===== config.mk =====
export PLATFORM = sky130hd
export DESIGN_NAME = hsp_channel_top
export DESIGN_NICKNAME = d
export VERILOG_FILES = /design/src/logic/hsp_pkg.sv /design/src/logic/hsp_trip_if.sv /design/src/logic/hsp_threshold_calc.sv /design/src/logic/hsp_slow_timer.sv /design/src/logic/hsp_channel_top.sv
export VERILOG_INCLUDE_DIRS = /design/src /design/src/logic
export SDC_FILE = /design/constraint.sdc
export NUM_CORES = 1
export LEC_CHECK = 0
export ABC_AREA = 1
export BUFFER_PORTS_ARGS = -buffer_cell sky130_fd_sc_hd__buf_4
export CAP_MARGIN = 10
export CORE_MARGIN = 2
export CORE_UTILIZATION = 50
export CTS_BUF_LIST = sky130_fd_sc_hd__clkbuf_4 sky130_fd_sc_hd__clkbuf_8 sky130_fd_sc_hd__clkbuf_16
export DETAILED_ROUTE_END_ITERATION = 16
export PLACE_DENSITY = 0.84
export SLEW_MARGIN = 15
export SYNTH_ARGS = -nofsm -noshare
export SYNTH_HDL_FRONTEND = slang
export SYNTH_SLANG_ARGS = --single-unit

===== constraint.sdc =====
create_clock -name mclk_in -period 9.1 [get_ports mclk_in]
set_input_delay 1.82 -clock mclk_in [delete_from_list [all_inputs] [get_ports mclk_in]]
set_output_delay 1.82 -clock mclk_in [all_outputs]
set_load 0.05 [all_outputs]

===== src/logic/hsp_defines.svh =====
`ifndef HSP_DEFINES_SVH
`define HSP_DEFINES_SVH

// register offsets
`define HSP_OFF_DAC_FAST 8'h2e
`define HSP_OFF_RATIO 8'h30
`define HSP_OFF_TRIP_STATUS 8'h31
`define HSP_OFF_STRAP_STATUS 8'h32
`define HSP_OFF_RANGE 8'h33
`define HSP_OFF_CHAN_EN 8'h3b

// reset values
`define HSP_RST_DAC_FAST 8'hbf
`define HSP_RST_RATIO 4'hf
`define HSP_RST_CHAN_EN 4'h0
`define HSP_RST_RANGE 4'h0

// field positions
`define HSP_BIT_EN_A 0
`define HSP_BIT_EN_B 1
`define HSP_BIT_PIN 0
`define HSP_BIT_PROT_LO 6
`define HSP_BIT_PROT_HI 7

// sense range codes and protection codes
`define HSP_RANGE_25MV 2'b10
`define HSP_RANGE_50MV 2'b01
`define HSP_RANGE_100MV 2'b00
`define HSP_PROT_ALERT 2'b00
`define HSP_PROT_ALERT_PG 2'b01
`define HSP_PROT_SHUTDOWN 2'b10

// slow-trip timing at the base overdrive
`define HSP_CLK_PERIOD_NS 8
`define HSP_SLOW_TRIP_NS 2000
`define HSP_SLOW_TRIP_CYC ((`HSP_SLOW_TRIP_NS) / (`HSP_CLK_PERIOD_NS))

`endif


===== src/logic/hsp_pkg.sv =====
package hsp_pkg;
  // channel control states
  typedef enum logic [1:0] {
    HSP_CH_OFF,
    HSP_CH_ON,
    HSP_CH_LATCHED
  } hsp_state_t;

  // sense level and thresholds, 1023 is about 100 mV across the resistor
  typedef logic [9:0] hsp_level_t;
  typedef logic [7:0] hsp_byte_t;
endpackage


===== src/logic/hsp_trip_if.sv =====
`timescale 1ns/10ps
interface hsp_trip_if;
  import hsp_pkg::*;
  hsp_level_t sense;
  hsp_byte_t dac;
  logic [1:0] range;
  logic [1:0] ratio;
  hsp_level_t fast_th;
  hsp_level_t slow_th;
  logic fast_over;
  logic slow_over;
  logic timer_run;
  logic slow_expired;

  modport calc (input sense, dac, range, ratio, output fast_th, slow_th, fast_over, slow_over);
  modport timer (input sense, slow_th, slow_over, timer_run, output slow_expired);
  modport ctrl (output sense, dac, range, ratio, timer_run,
                input fast_th, slow_th, fast_over, slow_over, slow_expired);
endinterface


===== src/logic/hsp_threshold_calc.sv =====
`timescale 1ns/10ps
`include "hsp_defines.svh"
module hsp_threshold_calc (
  hsp_trip_if.calc trip // thresholds and comparator results
);
  import hsp_pkg::*;

  logic [11:0] fast_wide;
  logic [11:0] slow_wide;

  // fast threshold: dac code scaled into the chosen full-scale range
  assign fast_wide = (trip.range == `HSP_RANGE_25MV) ? {4'h0, trip.dac} :
                     (trip.range == `HSP_RANGE_50MV) ? {3'h0, trip.dac, 1'b0} :
                     {2'h0, trip.dac, 2'b00};
  assign trip.fast_th = fast_wide[9:0];

  // slow threshold = fast / ratio, so fast stays the higher one for any nonzero dac code
  assign slow_wide = (trip.ratio == 2'b00) ? (fast_wide * 12'd4) / 12'd5 :
                     (trip.ratio == 2'b01) ? (fast_wide * 12'd2) / 12'd3 :
                     (trip.ratio == 2'b10) ? (fast_wide * 12'd4) / 12'd7 :
                     fast_wide >> 1; // see R13
  assign trip.slow_th = slow_wide[9:0];

  // digital stand-ins for the two analog comparators
  assign trip.fast_over = trip.sense > trip.fast_th;
  assign trip.slow_over = trip.sense > trip.slow_th;
endmodule


===== src/logic/hsp_slow_timer.sv =====
`timescale 1ns/10ps
`include "hsp_defines.svh"
module hsp_slow_timer (
  input wire logic mclk_in, // system clock
  input wire logic arst_n_in, // async reset, active low
  hsp_trip_if.timer trip // slow comparator in, expiry out
);
  import hsp_pkg::*;

  // bigger overdrive gives a shorter terminal count
  function automatic logic [7:0] terminal_count(input hsp_level_t od);
    logic [7:0] base;
    base = 8'(`HSP_SLOW_TRIP_CYC);
    if (od >= 10'd256) terminal_count = base >> 4;
    else if (od >= 10'd64) terminal_count = base >> 2;
    else if (od >= 10'd16) terminal_count = base >> 1;
    else terminal_count = base;
  endfunction

  logic [7:0] count;
  hsp_level_t overdrive;
  logic [7:0] limit;

  assign overdrive = trip.slow_over ? hsp_level_t'(trip.sense - trip.slow_th) : 10'h000;
  assign limit = terminal_count(overdrive); // see R14

  // a dip below the threshold restarts the wait, so short bumps never trip
  always_ff @(posedge mclk_in or negedge arst_n_in) begin
    if (!arst_n_in) begin
      count <= 8'h00;
    end else if (!trip.slow_over || !trip.timer_run) begin
      count <= 8'h00;
    end else if (count != 8'hff) begin
      count <= count + 8'h01;
    end
  end

  assign trip.slow_expired = trip.slow_over && (count >= limit);
endmodule


===== src/logic/hsp_channel_top.sv =====
`timescale 1ns/10ps
`include "hsp_defines.svh"
// Function
// two software enable bits plus enable pin gate the channel
// enable register bits 3:2 writable spare, bits 7:4 read zero
// strap status bit 0 shows enable pin level, bit 1 reads zero
// strap status register is read-only; bits 7:6 show protection strap
// protection 00: critical voltage event only raises alert
// protection 01: critical event raises alert and drops power-good
// protection 10: alert, drop power-good and switch channel off
// protection field never holds 11
// gate fully on only when all turn-on conditions hold together
// gate stays on below both trip levels; exceeding either shuts down
// fast-trip level is 8-bit code within one of three ranges
// software keeps fast code between 40 and 100 percent of range
// slow level derived from fast by selected ratio, always lower
// small brief slow overcurrent ignored; delay shrinks with overdrive
// ratio register bits 1:0, reset 0x0f, bits 3:2 spare, 7:4 read zero
// ratio codes 00,01,10,11 give 125,150,175,200 percent
// sense range loaded from strap after reset, software may rewrite
// overcurrent shutdown drives the open-drain fault pin
// slow trip uses overdrive-dependent counter; fast trip bypasses it
// channel on needs both bits, pin high and no latched shutdown
module hsp_channel_top (
  input wire logic mclk_in, // 125 MHz system clock
  input wire logic arst_n_in, // async reset, active low
  input wire logic [7:0] addr_in, // register address
  input wire logic [7:0] wdata_in, // register write data
  input wire logic wr_in, // write strobe
  input wire logic rd_in, // read strobe
  output logic [7:0] rdata_out, // read data, cycle after rd_in
  input wire logic enable_pin_in, // enable pin above its threshold
  input wire logic [1:0] prot_strap_in, // decoded protection strap
  input wire logic [1:0] sense_range_strap_in, // decoded range strap
  input wire hsp_pkg::hsp_level_t sense_level_in, // sensed current level
  input wire logic warning_event_in, // any warning-level event
  input wire logic undervoltage_event_in, // critical undervoltage
  input wire logic overvoltage_event_in, // critical overvoltage
  output logic gate_on_out, // external switch gate on
  output logic alert_out, // alert level, active high
  output logic power_good_out, // power good, active high
  input wire logic fault_pin_in, // fault wire level, unused inside
  output logic fault_pin_out, // fault drive value, always low
  output logic fault_pin_oe_out // fault pulls low while high
);
  import hsp_pkg::*;

  // a read strobe with a mapped address returns that register
  function automatic logic hit(input logic [7:0] a, input logic [7:0] off);
    hit = (a == off);
  endfunction

  // a three-state range strap cannot give 11; fold it to the widest range
  // so the threshold path never sees a scale it does not know
  function automatic logic [1:0] fold_range(input logic [1:0] code);
    fold_range = (code == 2'b11) ? `HSP_RANGE_100MV : code;
  endfunction

  hsp_trip_if trip ();

  // register storage
  hsp_byte_t dac_fast;
  logic [3:0] ratio_bits;
  logic [3:0] range_bits;
  logic [3:0] chan_en_bits;
  logic [1:0] prot_sel;
  logic strap_taken;

  // channel control
  hsp_state_t state;
  hsp_state_t next_state;
  logic oc_latched;
  logic next_oc_latched;
  logic enable_ok;
  logic crit_event;
  logic crit_kill;
  logic crit_pg_drop;
  logic oc_trip;
  logic next_gate_on;
  logic next_alert;
  logic next_power_good;

  // register port decode
  logic wr_dac;
  logic wr_ratio;
  logic wr_range;
  logic wr_chan_en;
  logic sel_dac;
  logic sel_ratio;
  logic sel_trip;
  logic sel_strap;
  logic sel_range;
  logic sel_chan_en;
  logic [3:0] range_wr_value;
  hsp_byte_t trip_status;
  hsp_byte_t strap_status;
  hsp_byte_t read_value;
  hsp_byte_t next_rdata;
  logic [1:0] prot_clean;
  logic [1:0] range_clean;

  // address decode, shared by the write strobes and the read mux
  assign sel_dac = hit(addr_in, `HSP_OFF_DAC_FAST);
  assign sel_ratio = hit(addr_in, `HSP_OFF_RATIO);
  assign sel_trip = hit(addr_in, `HSP_OFF_TRIP_STATUS);
  assign sel_strap = hit(addr_in, `HSP_OFF_STRAP_STATUS);
  assign sel_range = hit(addr_in, `HSP_OFF_RANGE);
  assign sel_chan_en = hit(addr_in, `HSP_OFF_CHAN_EN);

  // status views get no write strobe, so writes to them simply vanish
  assign wr_dac = wr_in && sel_dac;
  assign wr_ratio = wr_in && sel_ratio;
  assign wr_range = wr_in && sel_range;
  assign wr_chan_en = wr_in && sel_chan_en;

  // strap decode: a three-state strap cannot give 11, so fold it safely
  assign prot_clean = (prot_strap_in == 2'b11) ? `HSP_PROT_SHUTDOWN : prot_strap_in;
  assign range_clean = fold_range(sense_range_strap_in);

  // software range write: spare bits kept, code 11 folded like the strap
  assign range_wr_value = {wdata_in[3:2], fold_range(wdata_in[1:0])};

  // dac code for the fast trip level
  always_ff @(posedge mclk_in or negedge arst_n_in) begin
    if (!arst_n_in) begin
      dac_fast <= `HSP_RST_DAC_FAST;
    end else if (wr_dac) begin
      dac_fast <= wdata_in;
    end
  end

  // ratio select, upper nibble is not stored and reads zero
  always_ff @(posedge mclk_in or negedge arst_n_in) begin
    if (!arst_n_in) begin
      ratio_bits <= `HSP_RST_RATIO;
    end else if (wr_ratio) begin
      ratio_bits <= wdata_in[3:0];
    end
  end

  // channel enable bits, spare bits 3:2 keep what is written
  always_ff @(posedge mclk_in or negedge arst_n_in) begin
    if (!arst_n_in) begin
      chan_en_bits <= `HSP_RST_CHAN_EN;
    end else if (wr_chan_en) begin
      chan_en_bits <= wdata_in[3:0]; // see R1
    end
  end

  // straps are caught once, on the first edge after reset release;
  // the strap load wins over a write arriving on that same edge
  always_ff @(posedge mclk_in or negedge arst_n_in) begin
    if (!arst_n_in) begin
      strap_taken <= 1'b0;
      prot_sel <= `HSP_PROT_ALERT;
      range_bits <= `HSP_RST_RANGE;
    end else if (!strap_taken) begin
      strap_taken <= 1'b1;
      prot_sel <= prot_clean; // see R4
      range_bits <= {2'b00, range_clean};
    end else if (wr_range) begin
      range_bits <= range_wr_value;
    end
  end

  // feed the threshold path; range 11 is never stored, so no odd scale
  assign trip.sense = sense_level_in;
  assign trip.dac = dac_fast;
  assign trip.range = range_bits[1:0];
  assign trip.ratio = ratio_bits[1:0];
  assign trip.timer_run = (state == HSP_CH_ON);

  hsp_threshold_calc u_calc (
    .trip(trip)
  );

  hsp_slow_timer u_timer (
    .mclk_in(mclk_in),
    .arst_n_in(arst_n_in),
    .trip(trip)
  );

  // turn-on conditions and fault responses
  assign enable_ok = chan_en_bits[`HSP_BIT_EN_A] && chan_en_bits[`HSP_BIT_EN_B]
                     && enable_pin_in; // see R1
  assign crit_event = undervoltage_event_in || overvoltage_event_in;
  assign crit_kill = crit_event && (prot_sel == `HSP_PROT_SHUTDOWN);
  assign crit_pg_drop = crit_event && (prot_sel != `HSP_PROT_ALERT); // see R5 see R6
  // fast trip acts at once, the slow one only after its timer runs out
  assign oc_trip = trip.fast_over || trip.slow_expired; // see R10

  // channel state machine; a latched shutdown holds until the enables drop
  always_comb begin
    next_state = state;
    next_oc_latched = oc_latched;
    case (state)
      HSP_CH_OFF: begin
        next_oc_latched = 1'b0;
        if (enable_ok && !crit_kill) begin
          next_state = HSP_CH_ON; // see R9
        end
      end
      HSP_CH_ON: begin
        if (!enable_ok) begin
          next_state = HSP_CH_OFF;
        end else if (oc_trip) begin
          next_state = HSP_CH_LATCHED;
          next_oc_latched = 1'b1;
        end else if (crit_kill) begin
          next_state = HSP_CH_LATCHED;
        end
      end
      HSP_CH_LATCHED: begin
        if (!enable_ok) begin
          next_state = HSP_CH_OFF;
          next_oc_latched = 1'b0;
        end
      end
      default: begin
        next_state = HSP_CH_OFF;
        next_oc_latched = 1'b0;
      end
    endcase
  end

  // outputs follow the next state so the gate drops on the trip edge itself
  assign next_gate_on = (next_state == HSP_CH_ON); // see R9
  assign next_alert = warning_event_in || crit_event;
  assign next_power_good = next_gate_on && !crit_pg_drop;

  always_ff @(posedge mclk_in or negedge arst_n_in) begin
    if (!arst_n_in) begin
      state <= HSP_CH_OFF;
      oc_latched <= 1'b0;
    end else begin
      state <= next_state;
      oc_latched <= next_oc_latched;
    end
  end

  // channel pin outputs, registered so no decode glitch reaches the gate
  always_ff @(posedge mclk_in or negedge arst_n_in) begin
    if (!arst_n_in) begin
      gate_on_out <= 1'b0;
      alert_out <= 1'b0;
      power_good_out <= 1'b0;
    end else begin
      gate_on_out <= next_gate_on;
      alert_out <= next_alert;
      power_good_out <= next_power_good;
    end
  end

  // fault pin: open drain, so only the enable carries information
  always_ff @(posedge mclk_in or negedge arst_n_in) begin
    if (!arst_n_in) begin
      fault_pin_out <= 1'b0;
      fault_pin_oe_out <= 1'b0;
    end else begin
      fault_pin_out <= 1'b0; // open drain only ever pulls low
      fault_pin_oe_out <= next_oc_latched;
    end
  end

  // read-only status views
  assign trip_status = {5'h00, oc_latched, trip.fast_over, trip.slow_over};

  // strap status from the field positions; unused bits read zero
  always_comb begin
    strap_status = 8'h00;
    strap_status[`HSP_BIT_PIN] = enable_pin_in;
    strap_status[`HSP_BIT_PROT_HI] = prot_sel[1];
    strap_status[`HSP_BIT_PROT_LO] = prot_sel[0];
  end

  // read mux; unmapped addresses and writes to read-only ones are ignored
  assign read_value = sel_dac ? dac_fast :
                      sel_ratio ? {4'h0, ratio_bits} :
                      sel_trip ? trip_status :
                      sel_strap ? strap_status :
                      sel_range ? {4'h0, range_bits} :
                      sel_chan_en ? {4'h0, chan_en_bits} :
                      8'h00;
  assign next_rdata = rd_in ? read_value : 8'h00;

  // read data stands for one cycle only and is zero otherwise
  always_ff @(posedge mclk_in or negedge arst_n_in) begin
    if (!arst_n_in) begin
      rdata_out <= 8'h00;
    end else begin
      rdata_out <= next_rdata;
    end
  end
endmodule


# [Yosys cells after proc, flatten, opt, wreduce, memory -nomap -nowiden]
# Index checks and enable logic that the tools add are counted.
[op_classes] mux=33 addsub=2 reduce_logical=24 order_cmp=6 n_eq_ne=22 n_div=3
[ops] operator="8-bit two-way mux" n=10
[ops] operator="10-bit two-way mux" n=5
[ops] operator="8-bit by 6-bit equality test with 1-bit output, second input constant" n=6
[ops] operator="12-bit by 3-bit divider with 12-bit output, second input constant" n=2
[ops] operator="10-bit > comparator" n=2
[ops] operator="2-bit two-way mux" n=8
[ops] operator="4-bit two-way mux" n=4
[ops] operator="2-bit equality test, second input constant" n=7
[ops] operator="12-bit by 2-bit divider with 12-bit output, second input constant" n=1
[ops] operator="1-bit logical AND" n=11
[ops] operator="11-bit two-way mux" n=1
[ops] operator="10-bit by 5-bit greater-or-equal comparator with 1-bit output, second input constant" n=1
[ops] operator="10-bit by 7-bit greater-or-equal comparator with 1-bit output, second input constant" n=1
[ops] operator="10-bit by 9-bit greater-or-equal comparator with 1-bit output, second input constant" n=1
[ops] operator="10-bit subtractor" n=1
[ops] operator="8-bit by 1-bit adder with 8-bit output, second input constant" n=1
[ops] operator="2-bit by 1-bit equality test with 1-bit output, second input constant" n=4
[ops] operator="8-bit greater-or-equal comparator" n=1
[ops] operator="8-bit != test, second input constant" n=1
[ops] operator="2-bit != test, second input constant" n=3
[ops] operator="2-bit one-hot mux with 3 select lines" n=1
[ops] operator="1-bit zero test" n=4
[ops] operator="2-bit zero test" n=2
[ops] operator="1-bit logical OR" n=4
[ops] operator="5 further kinds" n=8
[totals] inputBits=39 wordCells=103 register_bits=45 out_inout_bits=13

# [Longest topological paths before layout]
[logic_depth] depth_word=21 ltp_mapped=80 mapped_depth_nobuf=80

# [By module]
# From an unflattened synthesis, not the netlist that was laid out.
[unflattened] cells_unflattened=900 hier_area_um2=5774.3
[by_module_without_submodules] mod="hsp_threshold_calc" seq_area_each_um2=0.0 n_inst=1 area_each_um2=2864.0 cells_each=517
[by_module_without_submodules] mod="hsp_channel_top" seq_area_each_um2=939.7 n_inst=1 area_each_um2=1749.2 cells_each=208
[by_module_without_submodules] mod="hsp_slow_timer" seq_area_each_um2=200.2 n_inst=1 area_each_um2=1161.1 cells_each=175

# [Worst setup path before layout]
# OpenSTA, ideal clock, no wires.
[synth_timing] kind="register to register" from="register range_bits[0]" to="register power_good_out" t_required_ps=9034 synth_period_minus_slack_ps=8614 n_path_buf=1 path_stages_with_launch=74 setup_ps=66 setup_slack_ps=486 arrival_time_ps=8549 path_cell_list="dfrtp_1 > inv_2 > nand2_4 > buf_6 > nand2_2 > a21oi_4 > nand3_4 > nand2_2 > nand2_2 > nand2_2 > nand2_1 > nand2_1 > inv_2 > nand2_2 > nand3_1 > nand2_2 > nand2_2 > nand2_2 > (+38 left out) > a21oi_1 > o21ai_0 > o21ai_0 > nor2_1 > inv_1 > nor2_1 > or2_2 > ha_1 > inv_1 > nand2_1 > a21oi_1 > o21bai_1 > a31o_2 > a21oi_1 > o21ai_0 > a22o_1 > a2111oi_0 > o21a_1"
[synth_between] elab_chain_cells=21 word_cells_on_any_way=28 cone_classes="add/sub: 1; div: 3; order compare: 6; eq/ne: 3; mux: 12; reduce/logical: 3"
[synth_rtl] element="from (decl)" line_no="hsp_channel_top.sv:64" rtl="logic [3:0] range_bits;"
[synth_rtl] element="from (signal assigned)" line_no="hsp_channel_top.sv:156" rtl="range_bits <= `HSP_RST_RANGE;"
[synth_rtl] element="from (signal assigned)" line_no="hsp_channel_top.sv:160" rtl="range_bits <= {2'b00, range_clean};"
[synth_rtl] element="from (signal assigned)" line_no="hsp_channel_top.sv:162" rtl="range_bits <= range_wr_value;"
[synth_rtl] element="2-bit by 1-bit equality test with 1-bit output (no line)"
[synth_rtl] element="10-bit two-way mux" line_no="hsp_threshold_calc.sv:13" rtl="(trip.range == `HSP_RANGE_50MV) ? {3'h0, trip.dac, 1'b0} :"
[synth_rtl] element="11-bit two-way mux *" line_no="hsp_threshold_calc.sv:12" rtl="assign fast_wide = (trip.range == `HSP_RANGE_25MV) ? {4'h0, trip.dac} :"
[synth_rtl] element="12-bit by 3-bit divider with 12-bit output" line_no="hsp_threshold_calc.sv:20" rtl="(trip.ratio == 2'b10) ? (fast_wide * 12'd4) / 12'd7 :"
[synth_rtl] element="10-bit two-way mux" line_no="hsp_threshold_calc.sv:20"
[synth_rtl] element="10-bit two-way mux" line_no="hsp_threshold_calc.sv:19" rtl="(trip.ratio == 2'b01) ? (fast_wide * 12'd2) / 12'd3 :"
[synth_rtl] element="10-bit two-way mux" line_no="hsp_threshold_calc.sv:18" rtl="assign slow_wide = (trip.ratio == 2'b00) ? (fast_wide * 12'd4) / 12'd5 :"
[synth_rtl] element="10-bit subtractor or 10-bit > comparator (tied branches)" line_no="hsp_slow_timer.sv:24, hsp_threshold_calc.sv:26"
[synth_rtl] element="(+7 left out)"
[synth_rtl] element="1-bit logical OR *" line_no="hsp_channel_top.sv:190" rtl="assign oc_trip = trip.fast_over || trip.slow_expired;"
[synth_rtl] element="2-bit two-way mux *" line_no="hsp_channel_top.sv:206" rtl="end else if (oc_trip) begin"
[synth_rtl] element="2-bit two-way mux *" line_no="hsp_channel_top.sv:204" rtl="if (!enable_ok) begin"
[synth_rtl] element="2-bit one-hot mux with 3 select lines *" line_no="hsp_channel_top.sv:196" rtl="case (state)"
[synth_rtl] element="via next_state[0]" line_no="hsp_channel_top.sv:71" rtl="hsp_state_t next_state;"
[synth_rtl] element="2-bit by 1-bit equality test with 1-bit output *" line_no="hsp_channel_top.sv:227" rtl="assign next_gate_on = (next_state == HSP_CH_ON);"
[synth_rtl] element="1-bit logical AND *" line_no="hsp_channel_top.sv:229" rtl="assign next_power_good = next_gate_on && !crit_pg_drop;"
[synth_rtl] element="via next_power_good" line_no="hsp_channel_top.sv:81" rtl="logic next_power_good;"
[synth_rtl] element="to (signal assigned)" line_no="hsp_channel_top.sv:250" rtl="power_good_out <= next_power_good;"
[synth_rtl] element="to (decl)" line_no="hsp_channel_top.sv:41" rtl="output logic power_good_out,"
# Mark *: on every way through the listed nets, which the timed path passes. The rest lies on a longest branch.
# A chain may end at the register's enable or synchronous reset.

# [Final worst setup path]
[layout_timing] from="register range_bits[1]" to="register power_good_out"
# Same word-level chain as after synthesis.

==> impl_metrics.yaml <==
logic_synthesis:
  yosys-top-cells-area: "dfrtp_1, nand2_1, ha_1, inv_1, nand3_1"
  synth_most_common_cell: "nand2_1"
  yosysTopAreaCell: "dfrtp_1"
  synth_cells: 838
  synth_area_per_cell_sq_um: 6.41
  synth_cell_type_count: 61
  netlist_area_sq_um: 5370
  syn_nets: 913
  ys_seq_area_share_pct: 21.2
  ys_ff_latch: 45
  synth_top_area_share_pct: 15.8
  yosysWarningCount: 0
  ys.flop_type: "dfrtp_1"
  synthArstFlopShare_pct: 100
  netlist_top_cells_count: "nand2_1, inv_1, nand3_1"
  synth-edff-count: 0
sta:
  whs_ps: 501
  hold_viol_final: 0
  min_period_over_period_pct: 98.2
  final_max_slew_viol_count: 0
  max_slew_margin_pct: 41.9
  max_freq_mhz: 112
  grt_setup_unrepaired: "yes"
  finalSetupViolCount: 0
  layout_min_cycle_time_ps: 8930
  skew_ps: 5.43
  max_slew.worst_pin.slew_ps: 859
die:
  initial_core_util_pct: 51.8
  die_area_sq_um: 11600
  rows: 37
  fp.dieH_um: 108
  core_sq_um: 10400
  num_io_pins: 52
  die_width_um: 108
critical_path:
  crit_cells: 76
  cp-end-kind: "flop"
  required_ps: 9340
  timing.rr.start: "range_bits[1]$_DFFE_PN0P_"
  timing.rr.end: "power_good_out$_DFF_PN0_"
  worst_r2r_path_depth: 76
  critPathBufInv: 11
  crit_path_frequent_cell: "nand2_4"
  cp_slowest_stage_delay_ps: 440
  path_max_fanout: 6
  r2r_slack_ps: 170
  crit_arrival_ps: 9170
  crit_start: "range_bits[1]$_DFFE_PN0P_"
  path_class: "reg2reg"
  cp_slowest_cell: "dfrtp_1"
  crit_end: "power_good_out$_DFF_PN0_"
  critPathTopFamily: "simple AND/OR/NAND/NOR gates"
  start_kind: "flop"
flow_run:
  max_cap_viol_count: 0
drt:
  ant_nets: 0
  initialDrtViolationCount: 524
  drc_errors: 0
  wl_per_cell_um: 14.2
  routed_via_density: 5.56
  dr.pass1.iters: 5
  vias: 6098
  routed_wl_mm: 15.5
clock_network:
  cts_hold_buf: 0
  clock_sinks: 45
  worstSkewPairLatency_ps: 290
  path_clk_slew_ps: 80
  cts-buffers-inserted: 5
  htreeDepth: 2
  cts_buffer_depth: 2
  cts_tree: "yes"
  clockRootBuffer: "clkbuf_8"
grt:
  grt_pass1_vias: 5090
  grt_pass1_wl_mm: 22.7
  grt-ovfl-total: 0
  grt_max_degree: 46
  antenna_found_initial: 0
  grt_usage_pct: 23.7
power_and_ir_drop:
  powerDensity_nw_per_um2: 384
  vdd_drop_max_v: 0.000612
  power_leakage_nw: 3.59
layout:
  final_util_pct: 68.0
  area_growth_pct: 31.3
  drive_above_1_share_pct: 34.1
  final_nets: 1034
  antenna_cells: 0
placement:
  dp_hpwl_mm: 10.7
  port_buffers: 49
  gp_congestion: 0.919
min_path:
  holdPathStages: 2
  hold_path.class: "reg2reg"
run_status:
  run_status: "finished, final reports clean"
[tightest hold or removal path, delay by kind of cell (launching register included)]
kind / cells / cell delay, ps
flops: 1 / 360
compound gates: 1 / 60
simple gates: 1 / 50
[timing repair]
action	CTS	global route
gates resized for setup	13	129
endpoints found under the setup margin	5	5
buffers inserted	5	34
pin swaps	7	67
[sequential cells by signal (all words and copies together), names as in the netlist]
signal            flops
alert_out             1
gate_on_out           1
range_bits            4
chan_en_bits          4
u_timer.count         8
fault_pin_oe_out      1
prot_sel              2
rdata_out             8
dac_fast              8
strap_taken           1
power_good_out        1
ratio_bits            4
state                 2
[metal layers]
layer | vias up | track usage, % | part of all wire, % | routed length (um)
li1 | 3017 | - | - | -
met1 | 2830 | 33.1 | 43 | 6730
met2 | 205 | 39.4 | 49 | 7580
met3 | 46 | 2.42 | 5.3 | 817
met4 | 0 | 5.13 | 2.5 | 384
met5 | - | 0 | 0 | 0
[placed cells by master (no fill, tap or decap), types with 6 or more instances in the layout]
cell and n:
nand2_1 184, buf_4 120, inv_1 101, nand3_1 63, nor2_1 59, nand2_2 49
dfrtp_1 34, o21ai_0 33, inv_2 29, a21oi_1 29, nand2_4 27, ha_1 27
nand3_2 18, nand4_1 18, xor2_1 12, nor3_1 11, dfstp_2 11, nand3_4 8
a21oi_2 8, o211ai_1 8, o22ai_1 7, o21ai_1 6, ha_4 6
[where the power goes]
part	switching (mW)	internal (mW)
Sequential	0.00655	0.207
Clock	0.0674	0.0609
Combinational	1.41	0.957
Total	1.48	1.23
[per-stage QoR]
stage | cells | instance area (sq um) | power [mW] | setup TNS [ps] | setup slack, ps
2_1_floorplan | 838 | 5370 | 1.63 | 0 | 486
5_1_grt | 1096 | 7050 | 2.94 | -1450 | -433
3_5_place_dp | 1049 | 6120 | 2.06 | -388 | -176
4_1_cts | 1062 | 6290 | 2.22 | 0 | 11.2
3_3_place_gp | 1049 | 6120 | 2.02 | -77.0 | -77.0
6_report | 1096 | 7050 | 2.71 | 0 | 165
[worst min-delay path by stage]
stage                                           start  slack [ps]                     endpoint
after floorplan           chan_en_bits[2]$_DFFE_PN0P_         450  chan_en_bits[2]$_DFFE_PN0P_
after global routing        ratio_bits[3]$_DFFE_PN1P_         530    ratio_bits[3]$_DFFE_PN1P_
after global placement    chan_en_bits[2]$_DFFE_PN0P_         470  chan_en_bits[2]$_DFFE_PN0P_
after detailed placement  chan_en_bits[2]$_DFFE_PN0P_         480  chan_en_bits[2]$_DFFE_PN0P_
after CTS                 chan_en_bits[2]$_DFFE_PN0P_         500  chan_en_bits[2]$_DFFE_PN0P_
final                     chan_en_bits[2]$_DFFE_PN0P_         500  chan_en_bits[2]$_DFFE_PN0P_
[cells by family after synthesis]
group,count (synthesis),share of synthesized area [%]
compound gates,135,15.8
fa+ha+maj,36,8.53
xor+xnor,19,3.10
mux,1,0.210
other cells,2,0.140
buf+inv,144,10.5
simple gates,456,40.5
flops,45,21.2
[cell type report]
class                      count  area [sq um]
multi-input combinational    649          4200
fill                         843          3320
sequential                    45          1140
timing repair buffer         123           935
inverter                     135           514
tap                          136           170
clock buffer                   7          83.8
clock inverter                 1          8.76
Note: power is estimated with default switching activity, not from simulation.
